### src/brake_pkg.sv
// brake_pkg: shared constants and types for the holding-brake sequencer
// assumes a single 40 MHz core clock and a plain byte-addressed register port
package brake_pkg;

	// clock and time base
	localparam int unsigned CLK_HZ = 40000000;
	localparam int unsigned CLK_PERIOD_NS = 25;
	localparam int unsigned MS_NS = 1000000;
	localparam int unsigned MS_CYCLES = MS_NS / CLK_PERIOD_NS;

	// brake pwm limits
	localparam logic [15:0] FREQ_MIN = 16'h0001;
	localparam logic [15:0] FREQ_MAX = 16'h07d0;
	localparam logic [7:0] DUTY_MIN = 8'h02;
	localparam logic [7:0] DUTY_MAX = 8'h64;
	localparam logic [6:0] PWM_STEPS = 7'h64;

	// register byte offsets
	localparam logic [7:0] OFS_CTRL = 8'h00;
	localparam logic [7:0] OFS_DLY_ENGAGE = 8'h04;
	localparam logic [7:0] OFS_DLY_HOLD = 8'h08;
	localparam logic [7:0] OFS_DLY_RELEASE = 8'h0c;
	localparam logic [7:0] OFS_DLY_SETTLE = 8'h10;
	localparam logic [7:0] OFS_PWM_FREQ = 8'h14;
	localparam logic [7:0] OFS_PWM_DUTY = 8'h18;
	localparam logic [7:0] OFS_STATUS = 8'h1c;
	localparam logic [7:0] OFS_DOUT = 8'h20;

	// field positions
	localparam int unsigned AUTO_BIT = 2;
	localparam int unsigned MANUAL_BRAKE_BIT = 0;

	// delay table indices
	localparam int unsigned DLY_ENGAGE = 0;
	localparam int unsigned DLY_HOLD = 1;
	localparam int unsigned DLY_RELEASE = 2;
	localparam int unsigned DLY_SETTLE = 3;

	// reset values
	localparam logic RST_AUTO = 1'b1;
	localparam logic [15:0] RST_DELAY = 16'h0000;
	localparam logic [15:0] RST_FREQ = 16'h07d0;
	localparam logic [7:0] RST_DUTY = 8'h64;

	// pwm configuration carried to the generator
	typedef struct packed {
		logic [15:0] freq;
		logic [7:0] duty;
	} brake_cfg_t;

	// brake sequencing states
	typedef enum logic [2:0] {
		ST_OFF,
		ST_RELEASE_WAIT,
		ST_SETTLE,
		ST_RUN,
		ST_STOP,
		ST_ENGAGE_WAIT,
		ST_HOLD_WAIT
	} seq_state_t;

endpackage

### src/brake_sequencer_pwm.sv
// brake_sequencer_pwm: holding-brake control with automatic power-up/down sequencing
// assumes op_enable reflects the operation-enabled power state, inputs are synchronous
//
// Overview of operation
// [RULE1] auto mode releases brake only when enabled
// [RULE2] control bit 2 selects automatic sequencing
// [RULE3] manual mode: brake follows output bit 0
// [RULE4] enable: current, release delay, release, settle
// [RULE5] disable: standstill, engage delay, brake, hold
// [RULE6] switched-on brake output is pwm modulated
// [RULE7] pwm frequency in hertz, at most 2000
// [RULE8] duty cycle percent limited to 2..100
// [RULE9] duty 100 holds output steadily on
// [RULE10] ms delays; settings change at period boundary
//
// The register offsets and the strobed register port were left to the implementer.
`timescale 1ns/1ps

module brake_sequencer_pwm #(
	parameter int unsigned MS_CYCLES = brake_pkg::MS_CYCLES // clock cycles per millisecond
) (
	input wire logic core_clk,
	input wire logic sys_rst,
	input wire logic [7:0] reg_addr,
	input wire logic [31:0] reg_wdata,
	input wire logic reg_wr,
	input wire logic reg_rd,
	input wire logic op_enable,
	input wire logic motor_standstill,
	output logic [31:0] reg_rdata_q,
	output logic motor_current_q,
	output logic travel_enable_q,
	output logic stop_request_q,
	output logic brake_pwm
);

	////////////////////////////////////////////////////////////////
	// helpers

	// bound a written value to a legal range
	function automatic logic [15:0] clamp16(input logic [31:0] v, input logic [15:0] lo, input logic [15:0] hi);
		if (v < {16'h0000, lo}) begin
			return lo;
		end else if (v > {16'h0000, hi}) begin
			return hi;
		end
		return v[15:0];
	endfunction

	// states in which automatic control keeps the brake released
	function automatic logic released(input brake_pkg::seq_state_t s);
		return (s == brake_pkg::ST_SETTLE) || (s == brake_pkg::ST_RUN) ||
			(s == brake_pkg::ST_STOP) || (s == brake_pkg::ST_ENGAGE_WAIT);
	endfunction

	////////////////////////////////////////////////////////////////
	// register file state
	logic auto_q; // automatic brake control
	logic auto_d;
	logic man_q; // manual brake bit of the digital outputs
	logic man_d;
	logic [15:0] dly_q [4]; // engage, hold, release, settle in ms
	logic [15:0] dly_d [4];
	brake_pkg::brake_cfg_t cfg_q; // pwm frequency and duty
	brake_pkg::brake_cfg_t cfg_d;
	logic [31:0] rdata_d;

	// sequencer state
	brake_pkg::seq_state_t state_q;
	brake_pkg::seq_state_t state_d;
	logic [31:0] pre_q; // millisecond prescaler
	logic [31:0] pre_d;
	logic [15:0] ms_q; // remaining milliseconds of the running delay
	logic [15:0] ms_d;
	logic brake_on_q; // brake energised, i.e. released
	logic brake_on_d;
	logic current_d;
	logic travel_d;
	logic stop_d;
	logic ms_tick;
	logic done;

	////////////////////////////////////////////////////////////////
	// register writes and reads
	always_comb begin
		auto_d = auto_q;
		man_d = man_q;
		cfg_d = cfg_q;
		for (int i = 0; i < 4; i++) begin
			dly_d[i] = dly_q[i];
		end
		if (reg_wr) begin
			case (reg_addr)
				brake_pkg::OFS_CTRL: begin
					// [RULE2] mode select bit
					auto_d = reg_wdata[brake_pkg::AUTO_BIT];
				end
				brake_pkg::OFS_DOUT: man_d = reg_wdata[brake_pkg::MANUAL_BRAKE_BIT];
				brake_pkg::OFS_DLY_ENGAGE: dly_d[brake_pkg::DLY_ENGAGE] = reg_wdata[15:0];
				brake_pkg::OFS_DLY_HOLD: dly_d[brake_pkg::DLY_HOLD] = reg_wdata[15:0];
				brake_pkg::OFS_DLY_RELEASE: dly_d[brake_pkg::DLY_RELEASE] = reg_wdata[15:0];
				brake_pkg::OFS_DLY_SETTLE: dly_d[brake_pkg::DLY_SETTLE] = reg_wdata[15:0];
				brake_pkg::OFS_PWM_FREQ: begin
					// [RULE7] frequency capped at 2000 hz
					cfg_d.freq = clamp16(reg_wdata, brake_pkg::FREQ_MIN, brake_pkg::FREQ_MAX);
				end
				brake_pkg::OFS_PWM_DUTY: begin
					// [RULE8] duty held in 2..100
					cfg_d.duty = 8'(clamp16(reg_wdata, 16'(brake_pkg::DUTY_MIN), 16'(brake_pkg::DUTY_MAX)));
				end
				default: ; // unmapped writes are dropped
			endcase
		end
		// read data stands only in the cycle after the strobe
		rdata_d = '0;
		if (reg_rd) begin
			case (reg_addr)
				brake_pkg::OFS_CTRL: rdata_d[brake_pkg::AUTO_BIT] = auto_q;
				brake_pkg::OFS_DOUT: rdata_d[brake_pkg::MANUAL_BRAKE_BIT] = man_q;
				brake_pkg::OFS_DLY_ENGAGE: rdata_d[15:0] = dly_q[brake_pkg::DLY_ENGAGE];
				brake_pkg::OFS_DLY_HOLD: rdata_d[15:0] = dly_q[brake_pkg::DLY_HOLD];
				brake_pkg::OFS_DLY_RELEASE: rdata_d[15:0] = dly_q[brake_pkg::DLY_RELEASE];
				brake_pkg::OFS_DLY_SETTLE: rdata_d[15:0] = dly_q[brake_pkg::DLY_SETTLE];
				brake_pkg::OFS_PWM_FREQ: rdata_d[15:0] = cfg_q.freq;
				brake_pkg::OFS_PWM_DUTY: rdata_d[7:0] = cfg_q.duty;
				brake_pkg::OFS_STATUS: begin
					// live sequencer and output state
					rdata_d[2:0] = state_q;
					rdata_d[4] = brake_on_q;
					rdata_d[5] = motor_current_q;
					rdata_d[6] = travel_enable_q;
					rdata_d[7] = stop_request_q;
					rdata_d[8] = op_enable;
				end
				default: rdata_d = '0; // unmapped reads return zero
			endcase
		end
	end

	// register file flops
	always_ff @(posedge core_clk or posedge sys_rst) begin
		if (sys_rst) begin
			auto_q <= brake_pkg::RST_AUTO;
			man_q <= 1'b0;
			cfg_q <= '{freq: brake_pkg::RST_FREQ, duty: brake_pkg::RST_DUTY};
			for (int i = 0; i < 4; i++) begin
				dly_q[i] <= brake_pkg::RST_DELAY;
			end
			reg_rdata_q <= '0;
		end else begin
			auto_q <= auto_d;
			man_q <= man_d;
			cfg_q <= cfg_d;
			for (int i = 0; i < 4; i++) begin
				dly_q[i] <= dly_d[i];
			end
			reg_rdata_q <= rdata_d;
		end
	end

	////////////////////////////////////////////////////////////////
	// brake sequencer
	always_comb begin
		// [RULE10] millisecond time base
		ms_tick = (pre_q == MS_CYCLES - 1);
		done = (ms_q == 16'h0000);
		pre_d = ms_tick ? '0 : pre_q + 32'h1;
		ms_d = (ms_tick && !done) ? ms_q - 16'h0001 : ms_q;
		state_d = state_q;
		case (state_q)
			brake_pkg::ST_OFF: begin
				// [RULE4] current on, then release delay
				if (op_enable) begin
					state_d = brake_pkg::ST_RELEASE_WAIT;
					ms_d = dly_q[brake_pkg::DLY_RELEASE];
					pre_d = '0;
				end
			end
			brake_pkg::ST_RELEASE_WAIT: begin
				if (!op_enable) begin
					// [RULE1] brake never opened: keep it shut, go to hold delay
					state_d = brake_pkg::ST_HOLD_WAIT;
					ms_d = dly_q[brake_pkg::DLY_HOLD];
					pre_d = '0;
				end else if (done) begin
					// [RULE4] release, then settle delay
					state_d = brake_pkg::ST_SETTLE;
					ms_d = dly_q[brake_pkg::DLY_SETTLE];
					pre_d = '0;
				end
			end
			brake_pkg::ST_SETTLE: begin
				if (!op_enable) begin
					state_d = brake_pkg::ST_STOP;
				end else if (done) begin
					state_d = brake_pkg::ST_RUN;
				end
			end
			brake_pkg::ST_RUN: begin
				// [RULE5] leaving enable stops the motor first
				if (!op_enable) begin
					state_d = brake_pkg::ST_STOP;
				end
			end
			brake_pkg::ST_STOP: begin
				if (motor_standstill) begin
					// [RULE5] standstill, then engage delay
					state_d = brake_pkg::ST_ENGAGE_WAIT;
					ms_d = dly_q[brake_pkg::DLY_ENGAGE];
					pre_d = '0;
				end
			end
			brake_pkg::ST_ENGAGE_WAIT: begin
				if (done) begin
					// [RULE5] apply brake, then hold delay
					state_d = brake_pkg::ST_HOLD_WAIT;
					ms_d = dly_q[brake_pkg::DLY_HOLD];
					pre_d = '0;
				end
			end
			brake_pkg::ST_HOLD_WAIT: begin
				// [RULE5] current off after hold delay
				if (done) begin
					state_d = brake_pkg::ST_OFF;
				end
			end
			default: state_d = brake_pkg::ST_OFF;
		endcase
		current_d = (state_d != brake_pkg::ST_OFF);
		travel_d = (state_d == brake_pkg::ST_RUN);
		stop_d = (state_d == brake_pkg::ST_STOP);
		// [RULE1] auto: released only in the enable path
		// [RULE3] manual: brake follows output bit 0
		brake_on_d = auto_d ? released(state_d) : man_d;
	end

	// sequencer flops
	always_ff @(posedge core_clk or posedge sys_rst) begin
		if (sys_rst) begin
			state_q <= brake_pkg::ST_OFF;
			pre_q <= '0;
			ms_q <= '0;
			brake_on_q <= 1'b0;
			motor_current_q <= 1'b0;
			travel_enable_q <= 1'b0;
			stop_request_q <= 1'b0;
		end else begin
			state_q <= state_d;
			pre_q <= pre_d;
			ms_q <= ms_d;
			brake_on_q <= brake_on_d;
			motor_current_q <= current_d;
			travel_enable_q <= travel_d;
			stop_request_q <= stop_d;
		end
	end

	////////////////////////////////////////////////////////////////
	// brake output modulation
	// [RULE6] pwm runs while the brake is on
	brake_pwm_gen u_pwm (
		.core_clk(core_clk),
		.sys_rst(sys_rst),
		.en(brake_on_q),
		.cfg(cfg_q),
		.pwm_q(brake_pwm)
	);

	////////////////////////////////////////////////////////////////
	// checks
	a_auto_brake_closed: assert property (@(posedge core_clk) disable iff (sys_rst) // RULE1
		auto_q && (state_q == brake_pkg::ST_OFF || state_q == brake_pkg::ST_RELEASE_WAIT ||
		state_q == brake_pkg::ST_HOLD_WAIT) |-> !brake_on_q)
		else $error("brake released outside the enable path");
	a_mode_select: assert property (@(posedge core_clk) disable iff (sys_rst) // RULE2
		reg_wr && reg_addr == brake_pkg::OFS_CTRL |=> auto_q == $past(reg_wdata[2]))
		else $error("mode bit not taken from bit 2");
	a_manual_follow: assert property (@(posedge core_clk) disable iff (sys_rst) // RULE3
		!auto_q |-> brake_on_q == man_q) else $error("manual brake does not follow output bit");
	a_release_order: assert property (@(posedge core_clk) disable iff (sys_rst) // RULE4
		auto_q && $rose(brake_on_q) |-> $past(motor_current_q))
		else $error("brake released before motor current");
	a_travel_after_settle: assert property (@(posedge core_clk) disable iff (sys_rst) // RULE4
		$rose(travel_enable_q) |-> !auto_q || (brake_on_q && $past(state_q == brake_pkg::ST_SETTLE)))
		else $error("travel enabled without settle phase");
	a_current_off_order: assert property (@(posedge core_clk) disable iff (sys_rst) // RULE5
		$fell(motor_current_q) |-> $past(state_q == brake_pkg::ST_HOLD_WAIT) && (!auto_q || !brake_on_q))
		else $error("motor current off before brake hold");
	a_freq_limit: assert property (@(posedge core_clk) disable iff (sys_rst) // RULE7
		cfg_q.freq <= brake_pkg::FREQ_MAX && cfg_q.freq >= brake_pkg::FREQ_MIN)
		else $error("pwm frequency above 2000 hz");
	a_duty_range: assert property (@(posedge core_clk) disable iff (sys_rst) // RULE8
		cfg_q.duty >= brake_pkg::DUTY_MIN && cfg_q.duty <= brake_pkg::DUTY_MAX)
		else $error("duty cycle outside 2..100");
	a_ms_tick_period: assert property (@(posedge core_clk) disable iff (sys_rst) // RULE10
		ms_tick && state_q == state_d |=> pre_q == 0) else $error("millisecond prescaler did not wrap");

endmodule

### src/brake_pwm_gen.sv
// brake_pwm_gen: percent-step pwm generator for the brake output
// assumes cfg is already clamped to the legal frequency and duty ranges
`timescale 1ns/1ps

module brake_pwm_gen (
	input wire logic core_clk,
	input wire logic sys_rst,
	input wire logic en,
	input wire brake_pkg::brake_cfg_t cfg,
	output logic pwm_q
);

	logic [26:0] acc_q; // fractional step accumulator
	logic [26:0] acc_d;
	logic [6:0] step_q; // position inside the period, 0..99
	logic [6:0] step_d;
	brake_pkg::brake_cfg_t lat_q; // settings in force this period
	brake_pkg::brake_cfg_t lat_d;
	logic pwm_d;
	logic [26:0] sum;
	logic tick;

	////////////////////////////////////////////////////////////////
	// next-value logic: step rate is freq*100 steps per second
	always_comb begin
		sum = acc_q + 27'(lat_q.freq) * 27'(brake_pkg::PWM_STEPS);
		tick = (sum >= 27'(brake_pkg::CLK_HZ));
		acc_d = tick ? sum - 27'(brake_pkg::CLK_HZ) : sum;
		step_d = step_q;
		lat_d = lat_q;
		if (!en) begin
			// idle: restart the period and follow the settings
			acc_d = '0;
			step_d = '0;
			lat_d = cfg;
		end else if (tick) begin
			if (step_q == brake_pkg::PWM_STEPS - 7'h01) begin
				// [RULE10] new settings at boundary
				step_d = '0;
				lat_d = cfg;
			end else begin
				step_d = step_q + 7'h01;
			end
		end
		// [RULE6] modulate while switched on
		// [RULE9] duty 100 keeps output high
		pwm_d = en && ({1'b0, step_d} < lat_d.duty);
	end

	// registers only
	always_ff @(posedge core_clk or posedge sys_rst) begin
		if (sys_rst) begin
			acc_q <= '0;
			step_q <= '0;
			lat_q <= '{freq: brake_pkg::RST_FREQ, duty: brake_pkg::RST_DUTY};
			pwm_q <= 1'b0;
		end else begin
			acc_q <= acc_d;
			step_q <= step_d;
			lat_q <= lat_d;
			pwm_q <= pwm_d;
		end
	end

	////////////////////////////////////////////////////////////////
	// checks
	a_pwm_needs_en: assert property (@(posedge core_clk) disable iff (sys_rst) // RULE6
		!en |=> !pwm_q) else $error("brake pwm high while brake switched off");
	a_full_duty_on: assert property (@(posedge core_clk) disable iff (sys_rst) // RULE9
		(en && lat_q.duty == brake_pkg::DUTY_MAX && cfg.duty == brake_pkg::DUTY_MAX) [*2] |=> pwm_q)
		else $error("duty 100 did not hold brake output on");
	a_settings_boundary: assert property (@(posedge core_clk) disable iff (sys_rst) // RULE10
		$changed(lat_q) |-> $past(!en || (tick && step_q == brake_pkg::PWM_STEPS - 7'h01)))
		else $error("pwm settings changed inside a period");

endmodule

### config.mk
export PLATFORM = sky130hd
export DESIGN_NAME = brake_sequencer_pwm
export DESIGN_NICKNAME = d
export VERILOG_FILES = /design/src/brake_pkg.sv /design/src/brake_sequencer_pwm.sv /design/src/brake_pwm_gen.sv
export SDC_FILE = /design/constraint.sdc
export NUM_CORES = 1
export LEC_CHECK = 0
export ABC_AREA = 1
export BUFFER_PORTS_ARGS = -buffer_cell sky130_fd_sc_hd__buf_2
export CAP_MARGIN = 25
export CELL_PAD_IN_SITES_DETAIL_PLACEMENT = 0
export CELL_PAD_IN_SITES_GLOBAL_PLACEMENT = 1
export CORE_MARGIN = 2
export CORE_UTILIZATION = 25
export CTS_CLUSTER_SIZE = 16
export DETAILED_ROUTE_END_ITERATION = 8
export PLACE_DENSITY = 0.46
export RECOVER_POWER = 25
export SETUP_SLACK_MARGIN = 0.1
export SKIP_LAST_GASP = 1
export SLEW_MARGIN = 0
export SYNTH_ARGS = -nofsm -noshare
export SYNTH_HDL_FRONTEND = slang
export SYNTH_SLANG_ARGS = --single-unit
### constraint.sdc
create_clock -name core_clk -period 12.45 [get_ports core_clk]
set_input_delay 2.49 -clock core_clk [delete_from_list [all_inputs] [get_ports core_clk]]
set_output_delay 2.49 -clock core_clk [all_outputs]
set_load 0.1 [all_outputs]
==> results.yml, run 1 <==
floorplan:
  rows: 89
  core_area_sq_um: 58900
  die_h_um: 248
  start_util_pct: 25.2
  io_pins: 82
  die_area_sq_um: 61400
  die_x_um: 248
clocking:
  clockBufferDepth: 3
  htree_levels: 1
  cts_resized: 0
  clock_latency_ps: 600
  cts_setup_buffers: 0
  cts_buffers: 30
  cts.reportedPaths.clkPinSlew_ps: 60
  numClockSinks: 218
  clock-root-buffer: "clkbuf_16"
  cts_tree: "built"
  cts_hold_buf: 0
detailed_routing:
  wl_um: 52700
  drtIter0Drc: 888
  drt-wirelength-per-cell_um: 18.3
  dr.pass1.iters: 5
  antenna_left: 0
  drc: 0
  viasPerCell: 4.66
  dr_total_vias: 13441
global_route:
  antenna_found_initial: 0
  gr-total-overflow: 0
  grt_first_pass_wirelength_um: 81800
  track_usage_pct: 17.4
  grt_max_degree: 113
  first_global_vias: 13501
outcome:
  violations: "capacitance limit, slew limit"
  status: "complete, but fails checks"
logic_synthesis:
  avgSynthCellArea_sq_um: 7.34
  netlist_area_sq_um: 14900
  ys_seq_area_share_pct: 36.9
  async_flop_share_pct: 100
  synth_cell_types: 66
  ys_warn_count: 0
  synth_edf_count: 0
  ys_ff_latch: 218
  synth_flop_cell: "dfrtp_1"
  synthCells: 2024
worst_setup_path:
  endpoint_kind: "flip-flop"
  critPathMaxFanout: 23
  slowest_stage: "dfstp_2"
  cp.required_ps: 12950
  path_class: "flip-flop to flip-flop"
  cpLargestDelayFamily: "simple AND/OR/NAND/NOR gates"
  cp_common_cell: "nand2_1"
  path_buf_inv: 5
  worstSetupStartpointType: "flip-flop"
  cp.arrival_ps: 7890
  max_stage_delay_ps: 580
final_layout:
  regArea_sq_um: 5480
  areaGrowthSynthToFinish_pct: 15.7
  final_common_cell: "nand2_1"
  fin_util_pct: 29.2
  layout_common_cells: "446 x nand2_1, 329 x inv_1, 199 x dfrtp_1, 190 x o21ai_0, 165 x nor2_1"
  finalNetCount: 2230
  multi_input_area_sq_um: 7800
  layout-drive-gt1-share_pct: 10.7
  fin_area_sq_um: 17200
  n_fill_cell: 6421
  n_antenna_cell: 0
  final_cell_count_no_fill: 2884
placement:
  dp_worst_setup_slack_ps: 5020
  port_buffers: 65
  placed_cell_area_sq_um: 16100
  placed_cells: 2828
  post-dp-hpwl_um: 40600
  gp_congestion: 0.782
sta:
  rsz0062_at_grt: "no"
  worstMarginPinSlew_ps: 5370
  fin_setup_tns_ps: 0
  skew_ps: 47.6
  fin_crit_ps: 7390
  maxSlewViolCount: 113
  fin_ws_ps: 5060
  fmax_mhz: 135
  slew_headroom_pct: -260
  period_share_pct: 59.4
  setup-violations-final: 0
  finalHoldViolations: 0
power_and_ir_drop:
  irDropWorstVdd_mv: 0.140
  leakagePower_uw: 0.00837
  pwr_density_cell_nw_per_um2: 223
job:
  max_cap_viol_count: 1
worst_hold_path:
  hp-class: "flip-flop to flip-flop"
==> routing by layer <==
layer	up-vias	track usage [%]	wire (um)
li1	6732	-	-
met1	6389	25.9	27000
met2	260	26.9	22800
met3	60	1.91	1950
met4	0	3.86	986
met5	-	0	0
==> registers in the layout, summed over array words and instances (netlist names), 3 cells and up <==
name,count
cfg_q,24
dly_q,64
ms_q,16
pre_q,32
reg_rdata_q,16
state_q,3
u_pwm.acc_q,25
u_pwm.lat_q,24
u_pwm.step_q,7
==> cell usage after synthesis, types with 7 or more instances <==
cell,n,area (sq um)
ha_1,85,1060
nand2_1,446,1670
nand2_2,9,56.3
xnor2_1,7,61.3
o221ai_1,9,78.8
nor2_1,165,619
xor2_1,23,201
nor3_1,44,220
dfrtp_1,199,4980
fa_1,12,240
o21ai_0,190,951
nor2_2,17,106
clkbuf_1,40,150
buf_2,7,35.0
a31oi_1,15,93.8
inv_1,330,1240
nor4_1,11,68.8
dfstp_2,19,499
a22oi_1,8,60.1
nand3_1,75,375
inv_2,10,37.5
a221oi_1,19,166
o22ai_1,25,156
nand4_1,36,225
a21oi_1,115,576
buf_4,17,128
==> worst register-to-register path, delay by kind of cell, from the launching register on <==
kind                       cells  cell delay [ps]
DFF                            1              580
buffers and inverters          5              410
xor gates and xnor gates       1              330
adders and majority gates      6             2040
and+or+nand+nor               21             2310
AOI/OAI and AO/OA             12             1650
==> area by class of cell <==
type,instances,share of cell area [%]
inverter,345,7.57
clock buffer,39,4.97
multi-input combinational,1410,45.4
timing repair buffer,82,3.10
tap,773,5.63
sequential,218,31.9
clock inverter,17,1.43
==> final timing paths <==
kind	slack (ps)	start	cells past startpoint	to
worst max-delay path	5060	u_pwm.lat_q[15]	45	u_pwm.pwm_q
min in group asynchronous	3510	sys_rst	2	reg_rdata_q[0]
worst min register to register	460	cfg_q[21]	2	cfg_q[21]
max in group asynchronous	6380	sys_rst	3	dly_q[61]
worst min-delay path	460	cfg_q[21]	2	cfg_q[21]
worst max register to register	5060	u_pwm.lat_q[15]	45	u_pwm.pwm_q
==> stage by stage <==
stage	total power, uW	hold slack (ps)
6_report	3830	464
5_1_grt	4210	503
2_1_floorplan	2310	433
3_3_place_gp	2930	449
3_5_place_dp	2910	456
4_1_cts	3890	467
==> report_power, final <==
part / switching (uW) / internal [uW] / total [uW]
Combinational: 1440 / 601 / 2040
Sequential: 64.8 / 783 / 847
Clock: 356 / 588 / 943
==> logic make-up after synthesis <==
kind of cell | count (synthesis) | share of synthesized area (%)
fa+ha+maj | 97 | 8.78
simple gates | 843 | 25.0
mux | 3 | 0.202
buf+inv | 411 | 11.0
xor+xnor | 32 | 1.99
flops | 218 | 36.9
other cells | 1 | 0.0252
compound gates | 419 | 16.1
(Power assumes the default switching activity.)
==> run 2: changes to the inputs <==
- clock period: 12.45 -> 6.85 ns (I/O delays scaled with it)
==> run 2 against run 1 <==
Effect of this change: the run still ends with capacitance limit, slew limit left; first-iteration DRC count down 15%; via count up 1.1%; clock power up 89%; critical path type unchanged; critical endpoint unchanged; largest power group unchanged.
==> results.yml, run 2 (synthesis gave the netlist of run 1 again) <==
outcome:
  status: "complete, but fails checks"
  violations: "capacitance limit, slew limit"
final_layout:
  n_antenna_cell: 0
  finalNetCount: 2268
  n_fill_cell: 6368
  final_common_cell: "nand2_1"
  fin_util_pct: 30.4
  layout_common_cells: "428 x nand2_1, 323 x inv_1, 198 x dfrtp_1, 186 x o21ai_0, 155 x nor2_1"
  largest_register: "dly_q"
  areaGrowthSynthToFinish_pct: 20.7
  largest_reg_flops: 64
  layout-drive-gt1-share_pct: 15.9
  top_regs: "dly_q: 64 flops, pre_q: 32 flops, u_pwm.acc_q: 25 flops"
  final_cell_count_no_fill: 2922
  fin_area_sq_um: 17900
sta:
  fin_crit_ps: 6450
  fmax_mhz: 155
  skew_ps: 57.4
  slew_headroom_pct: -167
  period_share_pct: 94.1
  rsz0062_at_grt: "yes"
  setup-violations-final: 0
  maxSlewViolCount: 199
  finalHoldViolations: 0
  worstMarginPinSlew_ps: 4010
worst_setup_path:
  reg2reg_from: "u_pwm.lat_q[12]"
  cp.required_ps: 7350
  ff2ff_setup_slack_ps: 400
  cp-startpoint: "u_pwm.lat_q[12]"
  r2r_end: "u_pwm.pwm_q"
  cp_common_cell: "nand2_1"
  critPathMaxFanout: 6
  worstSetupStartpointType: "flip-flop"
  cp.arrival_ps: 6950
  max_stage_delay_ps: 560
  slowest_stage: "dfstp_2"
  r2r_cells: 42
  endpoint_kind: "flip-flop"
  path_class: "flip-flop to flip-flop"
detailed_routing:
  drt-wirelength-per-cell_um: 18.4
  drc: 0
  wl_um: 53700
  antenna_left: 0
  viasPerCell: 4.65
  dr_total_vias: 13590
  drtIter0Drc: 751
  dr.pass1.iters: 5
placement:
  post-dp-hpwl_um: 39900
  placed_cells: 2848
  gp_congestion: 0.789
  placed_cell_area_sq_um: 16200
  port_buffers: 65
worst_hold_path:
  whs_path_depth: 2
  worstHoldEndpoint: "cfg_q[21]"
  worstHoldStart: "cfg_q[21]"
  hp-class: "flip-flop to flip-flop"
power_and_ir_drop:
  leakagePower_uw: 0.00862
  pwr_density_cell_nw_per_um2: 407
  finalPower_uw: 7300
  irDropWorstVdd_mv: 0.219
global_route:
  first_global_vias: 13664
  track_usage_pct: 17.7
  grt_max_degree: 148
  grt_first_pass_wirelength_um: 83400
  gr-total-overflow: 0
  antenna_found_initial: 0
clocking:
  numClockSinks: 218
  cts_buffers: 30
  htree_levels: 1
  clock_latency_ps: 620
  cts.reportedPaths.clkPinSlew_ps: 60
  cts_tree: "built"
  cts_hold_buf: 0
  clock-root-buffer: "clkbuf_16"
  clockBufferDepth: 3
floorplan:
  core_area_sq_um: 58900
  rows: 89
  start_util_pct: 25.2
  io_pins: 82
  die_area_sq_um: 61400
  die_h_um: 248
  die_x_um: 248
job:
  max_cap_viol_count: 2
## run 2: worst max path at each step
stage	end	cells after the start
6_report	u_pwm.pwm_q	42
5_1_grt	u_pwm.pwm_q	41
4_1_cts	u_pwm.pwm_q	39
3_5_place_dp	u_pwm.pwm_q	43
3_3_place_gp	u_pwm.pwm_q	43
2_1_floorplan	u_pwm.pwm_q	45
## run 2: stage by stage
step / worst slack (ps) / setup TNS (ps) / hold WS [ps]
5_1_grt: -85.7 / -85.7 / 494
6_report: 404 / 0 / 463
3_3_place_gp: 14.4 / 0 / 447
3_5_place_dp: -116 / -116 / 453
2_1_floorplan: 644 / 0 / 433
4_1_cts: 110 / 0 / 469
## run 2: critical path, delay by kind of cell (launching register included)
kind	cells	cell delay, ps
DFF	1	560
AOI/OAI and AO/OA	11	1550
and+or+nand+nor	18	1670
adders and majority gates	6	1880
xor gates and xnor gates	1	210
buffers and inverters	6	450
## run 2: routing by layer
metal	global-route usage (%)	up-vias	part of all wire (%)
met4	3.61	0	1.6
met2	27.5	217	44
met1	26.3	6505	52
met5	0	-	0
met3	2.00	47	3.1
li1	-	6821	-
## run 2: timing repair
item                                    CTS  global route
pin swaps                                 8            49
endpoints found under the setup margin    1            20
resized for setup                        19            96
endpoints found under the hold margin     0             0
cloned                                    0             1
buffers inserted                          2            15
## run 2: layout make-up
| cell class | count | area (sq um) | share of cell area [%] |
|---|---|---|---|
| multi-input combinational | 1410 | 8290 | 46.2 |
| sequential | 218 | 5480 | 30.6 |
| inverter | 345 | 1300 | 7.27 |
| tap | 773 | 967 | 5.40 |
| clock buffer | 39 | 857 | 4.78 |
| timing repair buffer | 120 | 762 | 4.25 |
| clock inverter | 17 | 267 | 1.49 |
## run 2: report_power, final
group,total (uW),switching [uW],internal (uW)
clock network,1780,674,1110
logic,3970,2700,1270
registers,1540,119,1420
